==> config.mk <==
export PLATFORM = sky130hd
export DESIGN_NAME = cbt_top
export DESIGN_NICKNAME = d
export VERILOG_FILES = /design/src/pkg/cbt_pkg.sv /design/src/hw/cbt_bit_timing.sv /design/src/hw/cbt_fault_conf.sv /design/src/hw/cbt_top.sv
export VERILOG_INCLUDE_DIRS = /design/src /design/src/pkg
export SDC_FILE = /design/constraint.sdc
export NUM_CORES = 1
export LEC_CHECK = 0
export BUFFER_PORTS_ARGS = -buffer_cell sky130_fd_sc_hd__clkbuf_2
export CAP_MARGIN = 5
export CORE_ASPECT_RATIO = 2
export CORE_MARGIN = 1
export CORE_UTILIZATION = 29
export CTS_BUF_LIST = sky130_fd_sc_hd__clkbuf_4 sky130_fd_sc_hd__clkbuf_8
export CTS_CLUSTER_DIAMETER = 80
export DETAILED_ROUTE_END_ITERATION = 10
export PLACE_DENSITY = 0.47
export RECOVER_POWER = 25
export SLEW_MARGIN = 15
export SYNTH_ARGS = -nofsm -noshare
export SYNTH_HDL_FRONTEND = slang
export SYNTH_HIERARCHICAL = 1
export SYNTH_SLANG_ARGS = --single-unit
==> constraint.sdc <==
create_clock -name sys_clk_i -period 4.96 [get_ports sys_clk_i]
set_clock_uncertainty 0.15 [all_clocks]
set_input_delay 1.488 -clock sys_clk_i [delete_from_list [all_inputs] [get_ports sys_clk_i]]
set_output_delay 1.488 -clock sys_clk_i [all_outputs]
set_load 0.03 [all_outputs]
==> src/pkg/cbt_map.svh <==
// Purpose: register offsets, field positions, reset values and counts
// Assumes: 20 MHz system clock, APB byte addresses, 32-bit words
// Notes: field macros give the low bit index of each field
`ifndef CBT_MAP_SVH
`define CBT_MAP_SVH
`define CBT_OFS_CTRL     12'h000
`define CBT_OFS_TIMING   12'h004
`define CBT_OFS_STATUS   12'h008
`define CBT_OFS_ERRCNT   12'h00C
`define CBT_OFS_IRQ_STAT 12'h010
`define CBT_OFS_IRQ_CLR  12'h014
`define CBT_OFS_IRQ_EN   12'h018
`define CBT_OFS_FRAMES   12'h01C
`define CBT_CTRL_EN      0
`define CBT_CTRL_RATE    1
`define CBT_CTRL_FS_CLR  3
`define CBT_TIM_BRP      0
`define CBT_TIM_TSEG1    8
`define CBT_TIM_TSEG2    12
`define CBT_TIM_SJW      16
`define CBT_RST_BRP      6'h00
`define CBT_RST_RATE     2'h0
`define CBT_RST_TSEG1    4'hE
`define CBT_RST_TSEG2    3'h3
`define CBT_RST_SJW      2'h3
`define CBT_IRQ_BITS     5
`define CBT_FS_DOM_BITS  5'h11
`define CBT_BO_RUN_BITS  4'hB
`define CBT_BO_RUNS      8'h80
`define CBT_TEC_ERR_STEP 9'h008
`define CBT_PASSIVE_LIM  9'h07F
`define CBT_BUSOFF_LIM   9'h0FF
`define CBT_REC_MAX      8'hFF
`define CBT_REC_CAP      8'h7F
`endif

==> src/pkg/cbt_pkg.sv <==
// Purpose: shared types of the CAN bit timing adapter
// Assumes: used together with cbt_map.svh
// Notes: enum order is the status register encoding
package cbt_pkg;
  typedef enum logic [1:0] {CBT_ERR_ACTIVE, CBT_ERR_PASSIVE, CBT_ERR_BUSOFF} cbt_err_t;
  typedef enum logic [1:0] {CBT_SEG_SYNC, CBT_SEG_ONE, CBT_SEG_TWO} cbt_seg_t;
  typedef struct packed {
    logic tx_err;
    logic rx_err;
    logic tx_ok;
    logic rx_ok;
    logic rx_ide;
  } cbt_ev_t;
  typedef struct packed {
    logic [5:0] brp;
    logic [1:0] rate;
    logic [3:0] tseg1;
    logic [2:0] tseg2;
    logic [1:0] resync_jump_limit_alt;
  } cbt_tim_t;
endpackage : cbt_pkg

==> src/hw/cbt_bit_timing.sv <==
// Purpose: quantum prescaler, bit segments, hard sync and resync
// Assumes: fall_i marks a recessive to dominant edge only
// Notes: one resync per bit; sjw already clamped by the writer
`timescale 1ns/1ps
`default_nettype none
module cbt_bit_timing
  import cbt_pkg::*;
(
  // Clock and reset
  input  wire logic     sys_clk_i,
  input  wire logic     rst_i,
  // Configuration and bus edges
  input  wire cbt_tim_t tim_i,
  input  wire logic     run_i,
  input  wire logic     hard_sync_i,
  input  wire logic     fall_i,
  // Bit strobes
  output logic          sample_o,
  output logic          bit_start_o
);
  cbt_seg_t   seg_ff;
  logic [9:0] pre_ff;
  logic [4:0] q_ff;
  logic [4:0] len1_ff;
  logic [3:0] len2_ff;
  logic       synced_ff;

  wire [9:0] tq_last   = (({4'h0, tim_i.brp} + 10'd1) << tim_i.rate) - 10'd1;
  wire       tick      = (pre_ff >= tq_last);
  wire [4:0] len1      = {1'b0, tim_i.tseg1} + 5'd1;
  wire [3:0] len2      = {1'b0, tim_i.tseg2} + 4'd1;
  wire [4:0] resync_jump_limit_alt       = {3'b000, tim_i.resync_jump_limit_alt} + 5'd1;
  wire [4:0] late      = q_ff + 5'd1;
  wire [3:0] early     = len2_ff - q_ff[3:0];
  wire       resync    = fall_i && !synced_ff && !hard_sync_i;
  wire       do_hard   = fall_i && hard_sync_i;
  wire       ext1      = resync && (seg_ff == CBT_SEG_ONE);
  wire       cut2      = resync && (seg_ff == CBT_SEG_TWO) && ({1'b0, early} > resync_jump_limit_alt);
  wire       early_cut = resync && (seg_ff == CBT_SEG_TWO) && ({1'b0, early} <= resync_jump_limit_alt);
  wire       end1      = tick && (seg_ff == CBT_SEG_ONE) && (q_ff == len1_ff - 5'd1) && !ext1;
  wire       end2      = tick && (seg_ff == CBT_SEG_TWO) && (q_ff == {1'b0, len2_ff} - 5'd1);
  wire [4:0] jump      = (late > resync_jump_limit_alt) ? resync_jump_limit_alt : late;

  always_ff @(posedge sys_clk_i or posedge rst_i) begin
    if (rst_i) begin
      seg_ff      <= CBT_SEG_SYNC;
      pre_ff      <= 10'h000;
      q_ff        <= 5'h00;
      len1_ff     <= 5'h01;
      len2_ff     <= 4'h1;
      synced_ff   <= 1'b0;
      sample_o    <= 1'b0;
      bit_start_o <= 1'b0;
    end else if (!run_i) begin
      seg_ff      <= CBT_SEG_SYNC;
      pre_ff      <= 10'h000;
      q_ff        <= 5'h00;
      synced_ff   <= 1'b0;
      sample_o    <= 1'b0;
      bit_start_o <= 1'b0;
    end else begin
      sample_o    <= end1;
      bit_start_o <= do_hard || early_cut || end2;
      if (do_hard || early_cut) begin
        seg_ff    <= CBT_SEG_ONE;
        pre_ff    <= 10'h000;
        q_ff      <= 5'h00;
        len1_ff   <= len1;
        len2_ff   <= len2;
        synced_ff <= 1'b1;
      end else begin
        pre_ff <= tick ? 10'h000 : pre_ff + 10'd1;
        if (ext1) begin
          len1_ff   <= len1 + jump;
          synced_ff <= 1'b1;
        end else if (cut2) begin
          len2_ff   <= len2_ff - resync_jump_limit_alt[3:0];
          synced_ff <= 1'b1;
        end
        if (tick) begin
          case (seg_ff)
            CBT_SEG_SYNC: begin
              seg_ff    <= CBT_SEG_ONE;
              q_ff      <= 5'h00;
              len1_ff   <= len1;
              len2_ff   <= len2;
              synced_ff <= 1'b0;
            end
            CBT_SEG_ONE: begin
              seg_ff <= end1 ? CBT_SEG_TWO : CBT_SEG_ONE;
              q_ff   <= end1 ? 5'h00 : q_ff + 5'd1;
            end
            CBT_SEG_TWO: begin
              seg_ff <= end2 ? CBT_SEG_SYNC : CBT_SEG_TWO;
              q_ff   <= end2 ? 5'h00 : q_ff + 5'd1;
            end
            default: begin
              seg_ff <= CBT_SEG_SYNC;
              q_ff   <= 5'h00;
            end
          endcase
        end
      end
    end
  end
endmodule : cbt_bit_timing
`default_nettype wire

==> src/hw/cbt_fault_conf.sv <==
// Purpose: transmit and receive error counters and node error state
// Assumes: event inputs are one-cycle pulses from the frame engine
// Notes: recovery needs 128 runs of 11 recessive samples
`timescale 1ns/1ps
`default_nettype none
`include "cbt_map.svh"
module cbt_fault_conf
  import cbt_pkg::*;
(
  // Clock and reset
  input  wire logic    sys_clk_i,
  input  wire logic    rst_i,
  // Events and bus samples
  input  wire cbt_ev_t ev_i,
  input  wire logic    sample_i,
  input  wire logic    rx_i,
  // Counters and state
  output logic [8:0]   tec_o,
  output logic [7:0]   rec_o,
  output cbt_err_t     state_o
);
  logic [3:0] run_ff;
  logic [7:0] occ_ff;
  logic [8:0] nxt_tec;
  logic [7:0] nxt_rec;

  wire busoff    = (state_o == CBT_ERR_BUSOFF);
  wire run_done  = sample_i && rx_i && (run_ff == `CBT_BO_RUN_BITS - 4'd1);
  wire recovered = busoff && run_done && (occ_ff == `CBT_BO_RUNS - 8'd1);

  always_comb begin
    nxt_tec = tec_o;
    nxt_rec = rec_o;
    if (recovered) begin
      nxt_tec = 9'h000;
      nxt_rec = 8'h00;
    end else if (!busoff) begin
      if (ev_i.tx_err)
        nxt_tec = tec_o + `CBT_TEC_ERR_STEP;
      else if (ev_i.tx_ok && tec_o != 9'h000)
        nxt_tec = tec_o - 9'd1;
      if (ev_i.rx_err && rec_o != `CBT_REC_MAX)
        nxt_rec = rec_o + 8'd1;
      else if (ev_i.rx_ok && rec_o > `CBT_REC_CAP)
        nxt_rec = `CBT_REC_CAP;
      else if (ev_i.rx_ok && rec_o != 8'h00)
        nxt_rec = rec_o - 8'd1;
    end
  end

  always_ff @(posedge sys_clk_i or posedge rst_i) begin
    if (rst_i) begin
      tec_o   <= 9'h000;
      rec_o   <= 8'h00;
      state_o <= CBT_ERR_ACTIVE;
      run_ff  <= 4'h0;
      occ_ff  <= 8'h00;
    end else begin
      tec_o <= nxt_tec;
      rec_o <= nxt_rec;
      if (nxt_tec > `CBT_BUSOFF_LIM)
        state_o <= CBT_ERR_BUSOFF;
      else if (nxt_tec > `CBT_PASSIVE_LIM || {1'b0, nxt_rec} > `CBT_PASSIVE_LIM)
        state_o <= CBT_ERR_PASSIVE;
      else
        state_o <= CBT_ERR_ACTIVE;
      if (!busoff) begin
        run_ff <= 4'h0;
        occ_ff <= 8'h00;
      end else if (sample_i) begin
        run_ff <= (!rx_i || run_done) ? 4'h0 : run_ff + 4'd1;
        occ_ff <= run_done ? occ_ff + 8'd1 : occ_ff;
      end
    end
  end
endmodule : cbt_fault_conf
`default_nettype wire

==> src/hw/cbt_top.sv <==
// Purpose: CAN node bit timing, transceiver adapter and fault confinement
// Assumes: frame engine outside; 1 = recessive on tx_bit_i and the bus
// Notes: APB answers with one wait state; registers at fixed offsets
`timescale 1ns/1ps
`default_nettype none
`include "cbt_map.svh"
module cbt_top
  import cbt_pkg::*;
(
  // Clock and reset
  input  wire logic        sys_clk_i,
  input  wire logic        rst_i,
  // APB slave
  input  wire logic        psel_i,
  input  wire logic        penable_i,
  input  wire logic        pwrite_i,
  input  wire logic [11:0] paddr_i,
  input  wire logic [31:0] pwdata_i,
  output logic      [31:0] prdata_o,
  output logic             pready_o,
  output logic             pslverr_o,
  // Frame engine side
  input  wire logic        tx_bit_i,
  input  wire logic        hard_sync_en_i,
  input  wire cbt_ev_t     ev_i,
  output logic             rx_bit_o,
  output logic             sample_o,
  output logic             bit_start_o,
  // Transceiver pins
  input  wire logic        bus_sense_line_i,
  output logic             transceiver_data_input_o,
  output logic             transceiver_drive_gate_o,
  output logic             listen_gate_n_o,
  // Status and interrupt
  output logic             bus_off_o,
  output logic             err_passive_o,
  output logic             irq_o
);
  // Configuration and state registers
  cbt_tim_t                  tim_ff;
  logic                      en_ff;
  logic                      rx_q_ff;
  logic                      rx_prev_ff;
  logic [4:0]                dom_run_ff;
  logic                      fs_trip_ff;
  logic                      last_ide_ff;
  logic [15:0]               std_cnt_ff;
  logic [15:0]               ext_cnt_ff;
  logic [`CBT_IRQ_BITS-1:0]  irq_stat_ff;
  logic [`CBT_IRQ_BITS-1:0]  irq_en_ff;
  cbt_err_t                  prev_state_ff;

  // Submodule outputs
  logic                      bt_sample;
  logic                      bt_bit_start;
  logic [8:0]                tec;
  logic [7:0]                rec;
  cbt_err_t                  err_state;

  // APB decode
  wire        setup_done = psel_i & penable_i & ~pready_o;
  wire        xfer       = psel_i & penable_i & pready_o;
  wire        wr         = xfer & pwrite_i;
  // Read word latched a cycle early; pready ends it
  wire        rd_cap     = setup_done & ~pwrite_i;
  wire [11:0] word_addr  = {paddr_i[11:2], 2'b00};
  wire        hit_ctrl   = (word_addr == `CBT_OFS_CTRL);
  wire        hit_tim    = (word_addr == `CBT_OFS_TIMING);
  wire        hit_stat   = (word_addr == `CBT_OFS_STATUS);
  wire        hit_err    = (word_addr == `CBT_OFS_ERRCNT);
  wire        hit_irqs   = (word_addr == `CBT_OFS_IRQ_STAT);
  wire        hit_irqc   = (word_addr == `CBT_OFS_IRQ_CLR);
  wire        hit_irqe   = (word_addr == `CBT_OFS_IRQ_EN);
  wire        hit_frm    = (word_addr == `CBT_OFS_FRAMES);
  wire        mapped     = hit_ctrl | hit_tim | hit_stat | hit_err |
                           hit_irqs | hit_irqc | hit_irqe | hit_frm;
  wire        wr_ctrl    = wr & hit_ctrl;
  wire        wr_tim     = wr & hit_tim;
  wire        wr_irqe    = wr & hit_irqe;
  wire        fs_clr     = wr_ctrl & pwdata_i[`CBT_CTRL_FS_CLR];

  wire [1:0]  sjw_req    = pwdata_i[`CBT_TIM_SJW +: 2];
  wire [3:0]  tseg1_req  = pwdata_i[`CBT_TIM_TSEG1 +: 4];
  wire [1:0]  sjw_ok     = ({2'b00, sjw_req} > tseg1_req) ? tseg1_req[1:0] : sjw_req;

  // Error state views
  wire        is_busoff  = (err_state == CBT_ERR_BUSOFF);
  wire        is_passive = (err_state == CBT_ERR_PASSIVE);

  // sense line taken as true level
  wire        bus_fall   = rx_prev_ff & ~rx_q_ff;

  // recessive whenever not allowed to send
  // Forced off here so a stuck engine cannot hold the bus
  wire        tx_block   = ~en_ff | is_busoff | fs_trip_ff;
  wire        tx_rec     = tx_bit_i | tx_block;

  // trip after too many dominant samples
  wire        fs_set     = transceiver_drive_gate_o & bt_sample &
                           (dom_run_ff == `CBT_FS_DOM_BITS - 5'd1);

  // Interrupt sources
  wire        ev_busoff  = is_busoff & (prev_state_ff != CBT_ERR_BUSOFF);
  wire        ev_passive = is_passive & (prev_state_ff == CBT_ERR_ACTIVE);
  wire        ev_recover = (err_state == CBT_ERR_ACTIVE) & (prev_state_ff == CBT_ERR_BUSOFF);
  wire [`CBT_IRQ_BITS-1:0] irq_ev  = {ev_i.rx_ok, fs_set, ev_recover, ev_passive, ev_busoff};
  wire [`CBT_IRQ_BITS-1:0] irq_clr = (wr & hit_irqc) ? pwdata_i[`CBT_IRQ_BITS-1:0]
                                                     : {`CBT_IRQ_BITS{1'b0}};
  // Set wins over a clear in the same cycle
  wire [`CBT_IRQ_BITS-1:0] nxt_irq_stat = (irq_stat_ff & ~irq_clr) | irq_ev;
  // Pin from a flop, so it lags the status by one cycle
  wire        irq_any    = |(irq_stat_ff & irq_en_ff);

  // Readback words
  wire [31:0] rd_ctrl  = {28'h0000000, 1'b0, tim_ff.rate, en_ff};
  wire [31:0] rd_tim   = {14'h0000, tim_ff.resync_jump_limit_alt, 1'b0, tim_ff.tseg2, tim_ff.tseg1,
                          2'b00, tim_ff.brp};
  wire [31:0] rd_stat  = {25'h0000000, rx_q_ff, last_ide_ff, fs_trip_ff,
                          is_passive, is_busoff, err_state};
  // counters read with no side effect
  wire [31:0] rd_err   = {8'h00, rec, 7'h00, tec};
  wire [31:0] rd_irqs  = {{(32-`CBT_IRQ_BITS){1'b0}}, irq_stat_ff};
  wire [31:0] rd_irqe  = {{(32-`CBT_IRQ_BITS){1'b0}}, irq_en_ff};
  wire [31:0] rd_frm   = {ext_cnt_ff, std_cnt_ff};
  wire [31:0] rdata    = hit_ctrl ? rd_ctrl :
                         hit_tim  ? rd_tim  :
                         hit_stat ? rd_stat :
                         hit_err  ? rd_err  :
                         hit_irqs ? rd_irqs :
                         hit_irqe ? rd_irqe :
                         hit_frm  ? rd_frm  : 32'h00000000;

  // quanta and sample point from timing register
  cbt_bit_timing u_bit_timing (
    .sys_clk_i   (sys_clk_i),
    .rst_i       (rst_i),
    .tim_i       (tim_ff),
    .run_i       (en_ff),
    .hard_sync_i (hard_sync_en_i),
    .fall_i      (bus_fall),
    .sample_o    (bt_sample),
    .bit_start_o (bt_bit_start)
  );

  cbt_fault_conf u_fault_conf (
    .sys_clk_i (sys_clk_i),
    .rst_i     (rst_i),
    .ev_i      (ev_i),
    .sample_i  (bt_sample),
    .rx_i      (rx_q_ff),
    .tec_o     (tec),
    .rec_o     (rec),
    .state_o   (err_state)
  );

  // APB answer, one wait state
  always_ff @(posedge sys_clk_i or posedge rst_i) begin
    if (rst_i) begin
      pready_o  <= 1'b0;
      pslverr_o <= 1'b0;
      prdata_o  <= 32'h00000000;
    end else begin
      pready_o  <= setup_done;
      pslverr_o <= setup_done & ~mapped;
      prdata_o  <= rd_cap ? rdata : 32'h00000000;
    end
  end

  // Control and timing registers
  always_ff @(posedge sys_clk_i or posedge rst_i) begin
    if (rst_i) begin
      en_ff        <= 1'b0;
      tim_ff.rate  <= `CBT_RST_RATE;
      tim_ff.brp   <= `CBT_RST_BRP;
      tim_ff.tseg1 <= `CBT_RST_TSEG1;
      tim_ff.tseg2 <= `CBT_RST_TSEG2;
      tim_ff.resync_jump_limit_alt   <= `CBT_RST_SJW;
    end else begin
      // rate select: 1M, 500k, 250k, 125k
      if (wr_ctrl) begin
        en_ff       <= pwdata_i[`CBT_CTRL_EN];
        tim_ff.rate <= pwdata_i[`CBT_CTRL_RATE +: 2];
      end
      if (wr_tim) begin
        tim_ff.brp   <= pwdata_i[`CBT_TIM_BRP +: 6];
        tim_ff.tseg1 <= tseg1_req;
        tim_ff.tseg2 <= pwdata_i[`CBT_TIM_TSEG2 +: 3];
        tim_ff.resync_jump_limit_alt   <= sjw_ok;
      end
    end
  end

  // Bus sensing and engine strobes
  always_ff @(posedge sys_clk_i or posedge rst_i) begin
    if (rst_i) begin
      rx_q_ff     <= 1'b1;
      rx_prev_ff  <= 1'b1;
      rx_bit_o    <= 1'b1;
      sample_o    <= 1'b0;
      bit_start_o <= 1'b0;
    end else begin
      rx_q_ff     <= bus_sense_line_i;
      rx_prev_ff  <= rx_q_ff;
      rx_bit_o    <= bt_sample ? rx_q_ff : rx_bit_o;
      sample_o    <= bt_sample;
      bit_start_o <= bt_bit_start;
    end
  end

  // Transceiver drive and fail-safe
  always_ff @(posedge sys_clk_i or posedge rst_i) begin
    if (rst_i) begin
      transceiver_data_input_o <= 1'b0;
      transceiver_drive_gate_o <= 1'b0;
      listen_gate_n_o          <= 1'b0;
      dom_run_ff               <= 5'h00;
      fs_trip_ff               <= 1'b0;
    end else begin
      // both pins from inverted transmit bit
      transceiver_data_input_o <= ~tx_rec;
      transceiver_drive_gate_o <= ~tx_rec;
      listen_gate_n_o          <= 1'b0;
      if (!transceiver_drive_gate_o)
        dom_run_ff <= 5'h00;
      else if (bt_sample && !fs_set)
        dom_run_ff <= dom_run_ff + 5'd1;
      // Trip holds until software clears; a new trip wins
      fs_trip_ff <= fs_set | (fs_trip_ff & ~fs_clr);
    end
  end

  // Frame statistics
  always_ff @(posedge sys_clk_i or posedge rst_i) begin
    if (rst_i) begin
      last_ide_ff <= 1'b0;
      std_cnt_ff  <= 16'h0000;
      ext_cnt_ff  <= 16'h0000;
    end else if (ev_i.rx_ok) begin
      last_ide_ff <= ev_i.rx_ide;
      std_cnt_ff  <= ev_i.rx_ide ? std_cnt_ff : std_cnt_ff + 16'd1;
      ext_cnt_ff  <= ev_i.rx_ide ? ext_cnt_ff + 16'd1 : ext_cnt_ff;
    end
  end

  // Interrupts and state outputs
  always_ff @(posedge sys_clk_i or posedge rst_i) begin
    if (rst_i) begin
      irq_stat_ff   <= {`CBT_IRQ_BITS{1'b0}};
      irq_en_ff     <= {`CBT_IRQ_BITS{1'b0}};
      prev_state_ff <= CBT_ERR_ACTIVE;
      irq_o         <= 1'b0;
      bus_off_o     <= 1'b0;
      err_passive_o <= 1'b0;
    end else begin
      irq_stat_ff   <= nxt_irq_stat;
      irq_en_ff     <= wr_irqe ? pwdata_i[`CBT_IRQ_BITS-1:0] : irq_en_ff;
      prev_state_ff <= err_state;
      irq_o         <= irq_any;
      bus_off_o     <= is_busoff;
      err_passive_o <= is_passive;
    end
  end
endmodule : cbt_top
`default_nettype wire

* Word level (Yosys, flattened, before mapping) *
Cells that the tools add are included.

storage, ports and cells
  register bits after elaboration = 172
  input bits = 57
  output and inout bits = 43

operators by class
  add/subtract/negate cells = 21
  $lt $le $gt $ge = 9
  equality and inequality tests = 23
  shifts and indexed selects = 1
  multiplexer cells = 62
  bitwise logic cells = 41
  reductions and logical operators = 40

operator list
  kind                   number
  $mux 32                8
  $mux 5                 13
  $mux 8                 8
  $eq 10x3->1 const B    4
  $mux 9                 4
  $add 16x1->16 const B  2
  $mux 4                 8
  $mux 10                3
  $logic_and 1x1->1      21
  $eq 10x2->1 const B    2
  $and 1x1->1            18
  $add 8x1->8 const B    2
  $gt 8x7->1 const B     2
  $mux 2                 7
  $logic_not 12->1       1
  $or 1x1->1             11
  $add 10x1->10 const B  1
  $add 5x1->5 const B    2
  $and 5x5->5            2
  $eq 10x1->1 const B    1
  $eq 5x5->1             2
  $ge 10x10->1           1
  $pmux 5 s2             1
  $shl 10x2->10          1
  other kinds (40)       72

* Depth between registers and ports, before layout *
Gate-level depths: netlist of the first run.

  depth after elaboration = 12
  gate-level depth with buffers = 19

* Modules after synthesis *
Netlist of the first run, hierarchy kept.

by module, submodules not included
  module          times used  cells each  area each (um2)
  cbt_top         1           441         5021.1
  cbt_bit_timing  1           407         3462.1
  cbt_fault_conf  1           237         2115.8

* Worst setup path after synthesis of the first run *
Ideal clock, no wire load.

  kind = register -> register
  start point = reg tim_ff, in the netlist rd_ctrl[2]
  end point = reg u_bit_timing.len1_ff[2]
  library setup time = 0.137 ns
  arrival time = 4.031 ns
  data required time = 4.673 ns
  slack = 0.642 ns
  stages on the path, launching flop included = 18
  path buffers = 3
  clock period less this slack = 4.318 ns
  path through = dfrtp_1 clkbuf_4 clkbuf_1 buf_4 or3_1 ha_1 and3_1 o21a_1 and4_1 or3_1 ha_1 and3_1 a221oi_1 o31a_1 a21oi_1 o31ai_1 nor2b_1 a21oi_1

between the ends
  longest elaborated chain between the ends = 5

ends and longest elaborated chain
  item                    RTL line              RTL
  start: declaration      cbt_top.sv:40         cbt_tim_t tim_ff;
  $shl 10x2->10           cbt_bit_timing.sv:28  wire [9:0] tq_last = (({4'h0, tim_i.brp} + 10'd1) << tim_i.rate) - 10'd1;
  $sub 10x1->10           cbt_bit_timing.sv:28
  $ge 10x10->1            cbt_bit_timing.sv:29  wire tick = (pre_ff >= tq_last);
  $mux 5                  cbt_bit_timing.sv:80  if (tick) begin
  $mux 5                  cbt_bit_timing.sv:64  if (do_hard || early_cut) begin
  end signal: assignment  cbt_bit_timing.sv:68  len1_ff <= len1;
  end signal: assignment  cbt_bit_timing.sv:74  len1_ff <= len1 + jump;
  end signal: assignment  cbt_bit_timing.sv:85  len1_ff <= len1;
  end: declaration        cbt_bit_timing.sv:24  logic [4:0] len1_ff;

Every way passes these cells.
A chain may end at the register's enable or synchronous reset.

* Final worst setup path of the first run *
  start point = reg tim_ff, in the netlist rd_tim[1]
  end point = reg u_bit_timing.len2_ff[2]

between the ends
  longest elaborated chain between the ends = 6

ends and longest elaborated chain
  item                    RTL line              RTL
  $add 6x1->7             cbt_bit_timing.sv:28
  $shl 10x2->10           cbt_bit_timing.sv:28
  $sub 10x1->10           cbt_bit_timing.sv:28
  $ge 10x10->1            cbt_bit_timing.sv:29
  $mux 4                  cbt_bit_timing.sv:80
  $mux 4                  cbt_bit_timing.sv:64
  end signal: assignment  cbt_bit_timing.sv:69  len2_ff <= len2;
  end signal: assignment  cbt_bit_timing.sv:77  len2_ff <= len2_ff - resync_jump_limit_alt[3:0];
  end signal: assignment  cbt_bit_timing.sv:86  len2_ff <= len2;
  end: declaration        cbt_bit_timing.sv:25  logic [3:0] len2_ff;

Every way passes these cells.

==> run summary, run 1 <==
Mux contribution to synthesized area = 4.214%
Remaining antenna violation count = 0
VDD IR max = 0.1346 mV
Max-cap violations = 2
Post-Syn Area = 10,600 µm²
Post-CTS Resized = 0
Die area = 37,360 µm²
Switch Pwr = 1341 µW
Worst-Skew Late Latency = 0.51 ns
Leakage dissipation = 0.005137 µW
DRC errors left = 0
I/O pins = 100
CP required = 5.20 ns
Xor and xnor area share after synthesis = 6.847%
Crit share post-route = 94.03%
Internal = 2245 µW
Synth Area in Adders = 7.177%
Max clock buf depth = 2
Commonest non-fill, non-tap cell in the layout = dfrtp_1
Area growth from synthesis to layout = 12.43%
Port bufs = 79
WHS = 0.2069 ns
Row Count = 98
R2R Setup Slk = 0.30 ns
Main combinational cell family by area after synthesis = simple AND/OR/NAND/NOR gates
Vias = 8,368
Switching share of power = 37.40%
Routed wire length per instance = 18.76 µm
RSZ-0062 raised after global routing = no
Clk slew on worst S/H paths = 0.11 ns
Total GRT Usage = 17.29%
Fin cells = 1,622
Placed Cells incl. Taps = 1,589
Clock buffer count from CTS = 17
CP Class = register to register
Synth unique cells = 109
Post-detail-place hpwl = 23,470 µm
Largest net degree at the start of global routing = 50
Die H = 272.4 µm
CTS tree = yes
Fill cell count = 3,700
Pre-antenna DRT Iters = 4
EDFF count, synth = 0
Htree depth = 4
Setup Fix Bufs, Post-CTS = 0
Post-layout minimum cycle time = 4.664 ns
Slew margin rel. = -57.04%
Violated checks = capacitance limit, slew limit
Pwr dens = 300.9 nW/µm²
Net count, final = 1,274
Fmax = 214.4 MHz
Global route overflow = 0
Vias in the first global route = 8,920
Total core area = 35,930 µm²
Ys async rst share = 100.0%
Mapped Nets = 1,201
Final hold violations = 0
Max-slew violations = 79
RD Place Congestion = 0.8162
Post-route setup TNS = 0 ns
Critical Path AT = 4.90 ns
Main synth FF type = dfrtp_1
Global-route wire length before repair = 48,630 µm
Layout cell share with drive strength beyond 1 = 19.13%
Cts hold-fix bufs = 0
Tot Pwr = 3586 µW
Ys Warns = 6
CP max FO = 8
Initial antenna violation count = 1
DR iter-0 viols = 437
Status = finished with violations
Via density = 5.159
Combinational share of power = 20.1%
Root Buffer = clkbuf_8
Clk pwr share = 29.5%
Reg power frac = 50.4%
DRT Wirelength = 30,420 µm
HP Class = register to register
Worst Tran Pin Value = 2.343 ns
Cells after Synth = 1,085
Final Setup Violations = 0
Compound-Gate Fraction of Synth Area = 14.97%
Synth Area in Simple Gates = 21.44%
Die W = 137.2 µm
Clk sinks = 172
Flops & latches, synth = 172
Syn Area/Cell = 9.769 µm²
CP Capture Type = register
Critical path startpoint category = register
Starting Density = 29.50%
Commonest non-fill, non-tap cells in the layout = 159 x dfrtp_1, 81 x nand2_1, 81 x nor2_1
Seq/Total Area, Yosys = 40.75%
cell type report:
cell class / instances / area [µm²] / share of cell area [%]
multi-input combinational: 814 / 5818 / 48.82
sequential: 172 / 4320 / 36.26
timing repair buffer: 105 / 608.1 / 5.103
tap: 450 / 563.0 / 4.725
clock buffer: 17 / 234.0 / 1.963
clock inverter: 15 / 188.9 / 1.585
inverter: 48 / 181.4 / 1.522
antenna: 1 / 2.502 / 0.02100
metrics by stage:
stage                     instance area (µm²)  setup WS, ns  util (%)
after global placement                  11480        0.2655     31.95
after CTS                               11900        0.1844     33.13
final                                   11920        0.2959     33.17
after floorplan                         10600        0.3795         -
after global routing                    11920      0.002042     33.17
after detailed placement                11480        0.2348     31.95
power by group through the flow:
| stage | logic, µW | clock network (µW) | registers [µW] |
|---|---|---|---|
| finish | 721 | 1060 | 1810 |
| global route | 820 | 1150 | 1830 |
| CTS | 731 | 1100 | 1810 |
| detailed placement | 724 | 0 | 1840 |
| global placement | 717 | 0 | 1840 |
| floorplan | 575 | 0 | 1720 |
final timing paths:
| kind | cells past startpoint | start | end |
|---|---|---|---|
| max | 18 | rd_tim[1]$_DFFE_PP0P_ | u_bit_timing/len2_ff[2]$_DFFE_PP0P_ |
| min | 0 | u_bit_timing/bit_start_o$_DFF_PP0_ | bit_start_o$_DFF_PP0_ |
| max reg2reg | 18 | rd_tim[1]$_DFFE_PP0P_ | u_bit_timing/len2_ff[2]$_DFFE_PP0P_ |
| min reg2reg | 0 | u_bit_timing/bit_start_o$_DFF_PP0_ | bit_start_o$_DFF_PP0_ |
| max in group asynchronous | 3 | rst_i | prdata_o[13]$_DFF_PP0_ |
| min in group asynchronous | 2 | rst_i | u_fault_conf/run_ff[2]$_DFFE_PP0P_ |
cell families (layout without fill, tap and decap cells):
family | after synthesis | after routing
muxes | 40 | 40
buffers and inverters | 99 | 185
other | 2 | 3
AOI/OAI and AO/OA | 213 | 213
xor gates and xnor gates | 82 | 82
adders and majority gates | 59 | 59
and+or+nand+nor | 418 | 418
DFF | 172 | 172
synthesized netlist by cell type, types with 4 or more instances:
library cell / n / area [µm²]
dfrtp_1: 160 / 4004
nand2_1: 81 / 304.0
nor2_1: 81 / 304.0
ha_1: 56 / 700.7
inv_1: 48 / 180.2
xnor2_1: 48 / 420.4
a21oi_1: 47 / 235.2
nand3_1: 46 / 230.2
o21ai_0: 36 / 180.2
xor2_1: 33 / 289.0
mux2_2: 29 / 326.6
clkbuf_1: 26 / 97.59
nand4_1: 26 / 162.7
nor3_1: 23 / 115.1
and3_1: 22 / 137.6
nor2b_1: 22 / 137.6
a22oi_1: 18 / 135.1
or3_1: 14 / 87.58
and2_1: 13 / 81.33
nand2b_1: 13 / 81.33
nor4_1: 13 / 81.33
dfstp_2: 12 / 315.3
nor3b_1: 10 / 75.07
mux2i_1: 9 / 90.09
o31ai_1: 9 / 67.56
or2_2: 9 / 56.30
buf_4: 8 / 60.06
a21o_1: 7 / 52.55
buf_6: 7 / 78.83
o221ai_1: 7 / 61.31
buf_2: 6 / 30.03
nand3b_1: 6 / 45.04
a32oi_1: 5 / 43.79
a2111oi_0: 4 / 35.03
a211o_1: 4 / 35.03
a211oi_1: 4 / 30.03
a221oi_1: 4 / 35.03
a311oi_1: 4 / 35.03
and4_1: 4 / 35.03
nand4b_1: 4 / 35.03
o211ai_1: 4 / 30.03
o21a_1: 4 / 30.03
o311ai_0: 4 / 35.03
layer usage:
layer	global-route usage (%)	routed length (µm)	up-vias	part of all wire (%)
li1	-	-	4061	-
met1	16.47	10830	4153	36
met2	34.50	17910	108	59
met3	2.401	507	46	1.7
met4	8.704	1166	0	3.8
met5	0	0	-	0
worst max-delay path, cell delays in order, from the launching register on:
cell and delay [ns]:
dfrtp_1 0.50, ha_4 0.34, nor2b_1 0.16, nor2_1 0.08
or2_2 0.27, ha_1 0.21, and3_1 0.15, o21a_1 0.20
and4_1 0.17, or3_1 0.34, ha_1 0.30, and3_1 0.21
nand2_1 0.06, o31a_1 0.35, a21oi_1 0.31, nor2_2 0.09
buf_4 0.16, or3_1 0.36, o311a_1 0.14
registers in the layout, indices dropped and copies added (netlist names), 2 cells and up:
register	cells
u_fault_conf/state_o	2
u_bit_timing/pre_ff	10
u_fault_conf/occ_ff	8
u_bit_timing/q_ff	5
rd_ctrl	2
ext_cnt_ff	16
u_fault_conf/tec_o	9
irq_en_ff	5
rd_tim	15
irq_stat_ff	5
u_bit_timing/len1_ff	5
dom_run_ff	5
u_bit_timing/len2_ff	4
std_cnt_ff	16
prev_state_ff	2
u_bit_timing/seg_ff	2
u_fault_conf/run_ff	4
prdata_o	32
u_fault_conf/rec_o	8
Power figures use the tool's default switching activity.
==> inputs of run 2 (changes only) <==
--- a/config.mk
+++ b/config.mk
@@ -11,7 +11,6 @@
 export CORE_ASPECT_RATIO = 2
 export CORE_MARGIN = 1
 export CORE_UTILIZATION = 29
-export CTS_BUF_LIST = sky130_fd_sc_hd__clkbuf_4 sky130_fd_sc_hd__clkbuf_8
 export CTS_CLUSTER_DIAMETER = 80
 export DETAILED_ROUTE_END_ITERATION = 10
 export PLACE_DENSITY = 0.47
@@ -19,5 +18,4 @@
 export SLEW_MARGIN = 15
 export SYNTH_ARGS = -nofsm -noshare
 export SYNTH_HDL_FRONTEND = slang
-export SYNTH_HIERARCHICAL = 1
 export SYNTH_SLANG_ARGS = --single-unit
==> run summary, run 2 <==
Clk slew on worst S/H paths = 0.08 ns (was 0.11 ns)
Critical path startpoint category = register (unchanged)
Pwr dens = 340.8 nW/µm² (was 300.9 nW/µm²)
DRT Wirelength = 27,260 µm (was 30,420 µm)
CP peak stage delay = 0.49 ns (was 0.50 ns)
Largest regs = prdata_o: 32 flops, ext_cnt_ff: 16 flops, std_cnt_ff: 16 flops (unchanged)
Final core occ = 34.01% (was 33.17%)
Synth unique cells = 86 (was 109)
Switching share of power = 33.47% (was 37.40%)
Die H = 263.5 µm (was 272.4 µm)
Net count, final = 1,215 (was 1,274)
Port bufs = 79 (unchanged)
Row Count = 95 (was 98)
Fmax = 227.6 MHz (was 214.4 MHz)
Cts hold-fix bufs = 0 (unchanged)
Worst-Skew Late Latency = 0.45 ns (was 0.51 ns)
Antenna Cells = 0 (was 1)
Flops & latches, synth = 172 (unchanged)
Global route overflow = 0 (unchanged)
Synth area leader = dfrtp_1 (unchanged)
Routed wire length per instance = 17.60 µm (was 18.76 µm)
HP Class = register to register (unchanged)
Via density = 5.084 (was 5.159)
CP max FO = 12 (was 8)
Combinational share of power = 16.8% (was 20.1%)
Remaining antenna violation count = 0 (unchanged)
Final hold violations = 0 (unchanged)
Largest register FFs = 32 (unchanged)
Post-layout minimum cycle time = 4.393 ns (was 4.664 ns)
Switch Pwr = 1305 µW (was 1341 µW)
Yosys top cell area share = 40.37% (was 37.78%)
Cell Chain, Critical Path = ha_1, xor2_1, a22o_1, mux2i_1, o2111ai_1, or3b_1, nor3_2, xor2_1, ha_1, and4_1, a221oi_1, buf_4, and3_1, a221o_1 (was ha_4, nor2b_1, nor2_1, or2_2, ha_1, and3_1, o21a_1, and4_1, or3_1, ha_1, and3_1, nand2_1, o31a_1, a21oi_1, nor2_2, buf_4, or3_1, o311a_1)
Critical path buffers and inverters = 1 (unchanged)
Ys Warns = 0 (was 6)
CP required = 5.20 ns (about the same)
Final worst setup slack = 0.5670 ns (was 0.2959 ns)
Post-detail-place hpwl = 20,980 µm (was 23,470 µm)
DR iter-0 viols = 277 (was 437)
Syn Area/Cell = 9.704 µm² (was 9.769 µm²)
Initial antenna violation count = 0 (was 1)
Critical Path Stages = 14 (was 18)
CP Class = register to register (unchanged)
Layout cell share with drive strength beyond 1 = 16.98% (was 19.13%)
Leakage dissipation = 0.005130 µW (was 0.005137 µW)
Fin cells = 1,549 (was 1,622)
Status = finished with violations (unchanged)
Max-slew violations = 169 (was 79)
CP Capture Type = register (unchanged)
VDD IR max = 0.2417 mV (was 0.1346 mV)
Cells after Synth = 1,022 (was 1,085)
Most common library cells after synthesis = 160 x dfrtp_1, 95 x nor2_1, 89 x nand2_1 (was 160 x dfrtp_1, 81 x nand2_1, 81 x nor2_1)
Global-route wire length before repair = 43,820 µm (was 48,630 µm)
I/O pins = 100 (unchanged)
Commonest non-fill, non-tap cell in the layout = dfrtp_1 (unchanged)
CP delay by family, top = simple AND/OR/NAND/NOR gates (unchanged)
Worst Tran Pin Value = 2.645 ns (was 2.343 ns)
Commonest non-fill, non-tap cells in the layout = 160 x dfrtp_1, 96 x nor2_1, 89 x nand2_1 (was 159 x dfrtp_1, 81 x nand2_1, 81 x nor2_1)
Post-Syn Area = 9917 µm² (was 10,600 µm²)
Internal = 2594 µW (was 2245 µW)
Clk sinks = 172 (unchanged)
Crit-path slowest cell = dfrtp_1 (unchanged)
DRC errors left = 0 (unchanged)
EDFF count, synth = 0 (unchanged)
Crit share post-route = 88.57% (was 94.03%)
Setup Fix Bufs, Post-CTS = 0 (unchanged)
Top reg by flops = prdata_o (unchanged)
Max clock buf depth = 2 (unchanged)
Clk pwr share = 37.6% (was 29.5%)
Violated checks = capacitance limit, slew limit (unchanged)
Most frequent cell after synthesis = dfrtp_1 (unchanged)
Die W = 132.8 µm (was 137.2 µm)
Pre-antenna DRT Iters = 5 (was 4)
Max-cap violations = 2 (unchanged)
Starting Density = 29.48% (was 29.50%)
Synth area leaders = dfrtp_1 40%, ha_1 6.9%, xnor2_1 4.1% (was dfrtp_1 38%, ha_1 6.6%, xnor2_1 4.0%)
CTS tree = yes (unchanged)
Area growth from synthesis to layout = 15.35% (was 12.43%)
Setup WS pre-CTS = 0.5390 ns (was 0.2348 ns)
Die area = 34,980 µm² (was 37,360 µm²)
Placed Cells incl. Taps = 1,517 (was 1,589)
WHS = 0.2005 ns (was 0.2069 ns)
Slew margin rel. = -76.35% (was -57.04%)
Seq/Total Area, Yosys = 43.55% (was 40.75%)
Main synth FF type = dfrtp_1 (unchanged)
Vias in the first global route = 7,980 (was 8,920)
Critical Path AT = 4.63 ns (was 4.90 ns)
Htree depth = 4 (unchanged)
Vias = 7,875 (was 8,368)
FF-to-FF path depth = 14 (was 18)
Largest net degree at the start of global routing = 103 (was 50)
Ys async rst share = 100.0% (unchanged)
Post-route setup TNS = 0 ns (unchanged)
Final Setup Violations = 0 (unchanged)
Root Buffer = clkbuf_16 (was clkbuf_8)
Clock buffer count from CTS = 17 (unchanged)
Post-CTS Resized = 0 (unchanged)
RSZ-0062 raised after global routing = no (unchanged)
Total core area = 33,640 µm² (was 35,930 µm²)
RD Place Congestion = 0.8280 (was 0.8162)
Hold-critical path depth = 0 (unchanged)
Reg power frac = 45.6% (was 50.4%)
Total GRT Usage = 16.34% (was 17.29%)
-- run 2: worst paths after layout --
check                                                    from                                to  slack, ns
setup / recovery                        rd_tim[1]$_DFFE_PP0P_  u_bit_timing.q_ff[3]$_DFFE_PP0P_       0.57
max in group asynchronous                               rst_i        ext_cnt_ff[12]$_DFFE_PP0P_       1.03
hold / removal             u_bit_timing.bit_start_o$_DFF_PP0_             bit_start_o$_DFF_PP0_       0.20
hold reg to reg            u_bit_timing.bit_start_o$_DFF_PP0_             bit_start_o$_DFF_PP0_       0.20
min in group asynchronous                               rst_i         dom_run_ff[2]$_DFFE_PP0P_       0.79
setup reg to reg                        rd_tim[1]$_DFFE_PP0P_  u_bit_timing.q_ff[3]$_DFFE_PP0P_       0.57
-- run 2: power groups by stage --
stage          registers (µW)  logic [µW]  clock network (µW)
2_1_floorplan            1710         524                   0
3_3_place_gp             1810         657                   0
3_5_place_dp             1810         664                   0
4_1_cts                  1780         669                1510
5_1_grt                  1810         740                1570
6_report                 1780         653                1470
-- run 2: per-layer routing --
| metal | wire length, µm | track usage (%) | up-vias |
|---|---|---|---|
| li1 | - | - | 3812 |
| met1 | 10050 | 16.71 | 3905 |
| met2 | 15920 | 32.19 | 126 |
| met3 | 558 | 2.369 | 32 |
| met4 | 725 | 6.897 | 0 |
| met5 | 0 | 0 | - |
-- run 2: worst register-to-register path, stage by stage (launching register included) --
cell       delay (ns)
dfrtp_1          0.49
ha_1             0.26
xor2_1           0.21
a22o_1           0.29
mux2i_1          0.13
o2111ai_1        0.18
or3b_1           0.44
nor3_2           0.19
xor2_1           0.17
ha_1             0.25
and4_1           0.22
a221oi_1         0.47
buf_4            0.28
and3_1           0.37
a221o_1          0.22
-- run 2: final cells by class --
cell class,count,area [µm²]
Multi-Input combinational cell,758,5220
Fill cell,3455,22200
Tap cell,436,545.5
Clock buffer,17,425.4
Sequential cell,172,4319
Inverter,58,219.0
Timing Repair Buffer,93,490.5
Clock inverter,15,220.2
-- run 2: cell families (layout without fill, tap and decap cells) --
group | Yosys count | in the layout | share of synthesized area (%)
AOI/OAI and AO/OA | 208 | 208 | 14.55
xor gates and xnor gates | 77 | 77 | 6.800
adders and majority gates | 58 | 58 | 7.545
buffers and inverters | 93 | 183 | 3.823
DFF | 172 | 172 | 43.55
muxes | 40 | 40 | 4.353
other | 1 | 2 | 0.03781
and+or+nand+nor | 373 | 373 | 19.34
-- run 2: stage by stage --
| stage | total power (µW) | cell area [µm²] |
|---|---|---|
| CTS | 3962 | 11480 |
| detailed placement | 2473 | 10830 |
| finish | 3899 | 11440 |
| floorplan | 2232 | 9925 |
| global placement | 2462 | 10830 |
| global route | 4114 | 11440 |
==> inputs of run 3 (changes only) <==
==> constraint.sdc (replaced) <==
create_clock -name sys_clk_i -period 4.4 [get_ports sys_clk_i]
set_clock_uncertainty 0.15 [all_clocks]
set_input_delay 1.32 -clock sys_clk_i [delete_from_list [all_inputs] [get_ports sys_clk_i]]
set_output_delay 1.32 -clock sys_clk_i [all_outputs]
set_load 0.03 [all_outputs]
==> run summary, run 3 (synthesized netlist as in run 2, its figures left out) <==
Max clock buf depth = 2 (unchanged)
Top reg by flops = prdata_o (unchanged)
Remaining antenna violation count = 0 (unchanged)
Status = finished with violations (unchanged)
CP peak stage delay = 0.45 ns (was 0.49 ns)
CP required = 4.59 ns (was 5.20 ns)
Worst Tran Pin Value = 2.130 ns (was 2.645 ns)
Root Buffer = clkbuf_16 (unchanged)
I/O pins = 100 (unchanged)
DR iter-0 viols = 348 (was 277)
CP Class = register to register (unchanged)
Largest regs = prdata_o: 32 flops, ext_cnt_ff: 16 flops, std_cnt_ff: 16 flops (unchanged)
Worst-Skew Late Latency = 0.45 ns (about the same)
Max-cap violations = 2 (unchanged)
Area growth from synthesis to layout = 15.78% (was 15.35%)
Final worst setup slack = 0.2067 ns (was 0.5670 ns)
Clk slew on worst S/H paths = 0.07 ns (was 0.08 ns)
Cts hold-fix bufs = 0 (unchanged)
Starting Density = 29.48% (unchanged)
RSZ-0062 raised after global routing = no (unchanged)
Port bufs = 79 (unchanged)
Global route overflow = 0 (unchanged)
Final hold violations = 0 (unchanged)
Setup WS pre-CTS = 0.1357 ns (was 0.5390 ns)
Initial antenna violation count = 0 (unchanged)
Post-detail-place hpwl = 20,980 µm (about the same)
CP Capture Type = register (unchanged)
Slew margin rel. = -41.97% (was -76.35%)
Global-route wire length before repair = 43,750 µm (was 43,820 µm)
Total core area = 33,640 µm² (unchanged)
Crit share post-route = 95.30% (was 88.57%)
Largest net degree at the start of global routing = 85 (was 103)
Layout cell share with drive strength beyond 1 = 18.00% (was 16.98%)
VDD IR max = 0.3250 mV (was 0.2417 mV)
Row Count = 95 (unchanged)
Post-layout minimum cycle time = 4.193 ns (was 4.393 ns)
Htree depth = 4 (unchanged)
Die H = 263.5 µm (unchanged)
Commonest non-fill, non-tap cells in the layout = 159 x dfrtp_1, 96 x nor2_1, 89 x nand2_1 (was 160 x dfrtp_1, 96 x nor2_1, 89 x nand2_1)
Largest register FFs = 32 (unchanged)
Die W = 132.8 µm (unchanged)
Commonest non-fill, non-tap cell in the layout = dfrtp_1 (unchanged)
DRT Wirelength = 27,270 µm (was 27,260 µm)
Net count, final = 1,224 (was 1,215)
Vias in the first global route = 8,045 (was 7,980)
Final Setup Violations = 0 (unchanged)
Max-slew violations = 163 (was 169)
Antenna Cells = 0 (unchanged)
Routed wire length per instance = 17.50 µm (was 17.60 µm)
WHS = 0.2000 ns (was 0.2005 ns)
DRC errors left = 0 (unchanged)
Leakage dissipation = 0.005161 µW (was 0.005130 µW)
Crit-path slowest cell = dfrtp_2 (was dfrtp_1)
Pwr dens = 373.7 nW/µm² (was 340.8 nW/µm²)
Total GRT Usage = 16.36% (was 16.34%)
CP max FO = 6 (was 12)
Via density = 5.040 (was 5.084)
Post-route setup TNS = 0 ns (unchanged)
Cell Chain, Critical Path = ha_1, xor2_1, a22o_1, mux2i_1, o2111ai_2, or3b_4, nor3_2, xor2_1, ha_1, and4_1, a221oi_1, buf_4, o21ai_2, o21a_2, o221a_2 (was ha_1, xor2_1, a22o_1, mux2i_1, o2111ai_1, or3b_1, nor3_2, xor2_1, ha_1, and4_1, a221oi_1, buf_4, and3_1, a221o_1)
CTS tree = yes (unchanged)
Violated checks = capacitance limit, slew limit (unchanged)
RD Place Congestion = 0.8369 (was 0.8280)
Pre-antenna DRT Iters = 7 (was 5)
Clock buffer count from CTS = 17 (unchanged)
Die area = 34,980 µm² (unchanged)
Critical path startpoint category = register (unchanged)
Critical Path AT = 4.39 ns (was 4.63 ns)
Fmax = 238.5 MHz (was 227.6 MHz)
HP Class = register to register (unchanged)
Tot Pwr = 4291 µW (was 3899 µW)
Clk sinks = 172 (unchanged)
Vias = 7,852 (was 7,875)
[run 3: where the power goes]
group	internal (µW)	switching, µW
clock	811	736
combinational	302	441
sequential	1740	260
[run 3: worst paths after layout]
path	start	end	slack [ns]	cells past startpoint
worst max-delay path	rd_tim[0]$_DFFE_PP0P_	u_bit_timing.len1_ff[4]$_DFFE_PP0P_	0.21	15
worst min-delay path	u_bit_timing.bit_start_o$_DFF_PP0_	bit_start_o$_DFF_PP0_	0.20	0
worst max register to register	rd_tim[0]$_DFFE_PP0P_	u_bit_timing.len1_ff[4]$_DFFE_PP0P_	0.21	15
worst min register to register	u_bit_timing.bit_start_o$_DFF_PP0_	bit_start_o$_DFF_PP0_	0.20	0
max in group asynchronous	rst_i	prdata_o[11]$_DFF_PP0_	0.95	3
min in group asynchronous	rst_i	u_bit_timing.pre_ff[3]$_DFF_PP0_	0.73	2
[run 3: per-stage QoR]
step / util [%] / area (µm²) / std cells
6_report: 34.13 / 11480 / 1558
5_1_grt: 34.13 / 11480 / 1558
4_1_cts: 34.14 / 11480 / 1556
3_5_place_dp: 32.36 / 10890 / 1524
3_3_place_gp: 32.36 / 10890 / 1524
2_1_floorplan: - / 9925 / 1023
[run 3: layout make-up]
cell class | instances | area, µm²
clock buffer | 17 | 425.4
clock inverter | 15 | 171.4
fill | 3405 | 22160
inverter | 58 | 219.0
multi-input combinational | 758 | 5230
sequential | 172 | 4320
tap | 436 | 545.5
timing repair buffer | 102 | 570.5
[run 3: worst max-delay path: cells and delay by family (launching register included)]
kind	cells	cell delay, ns
and+or+nand+nor	3	0.82
xor gates and xnor gates	2	0.37
muxes	1	0.19
DFF	1	0.45
buffers and inverters	1	0.20
adders and majority gates	2	0.50
AOI/OAI and AO/OA	6	1.42
[run 3: metal layers]
layer  share of wire [%]  wire length [µm]  vias up  track usage, %
met5                   0                 0        -               0
met4                 4.3              1167        0           8.823
met3                 2.8               754       59           2.349
met2                  57             15480      163           31.74
met1                  36              9866     3804           16.40
li1                    -                 -     3826               -
[run 3: what timing repair did]
item | CTS | global route
setup endpoints to repair | 0 | 5
setup buffers | 0 | 2
resized for setup | 0 | 4
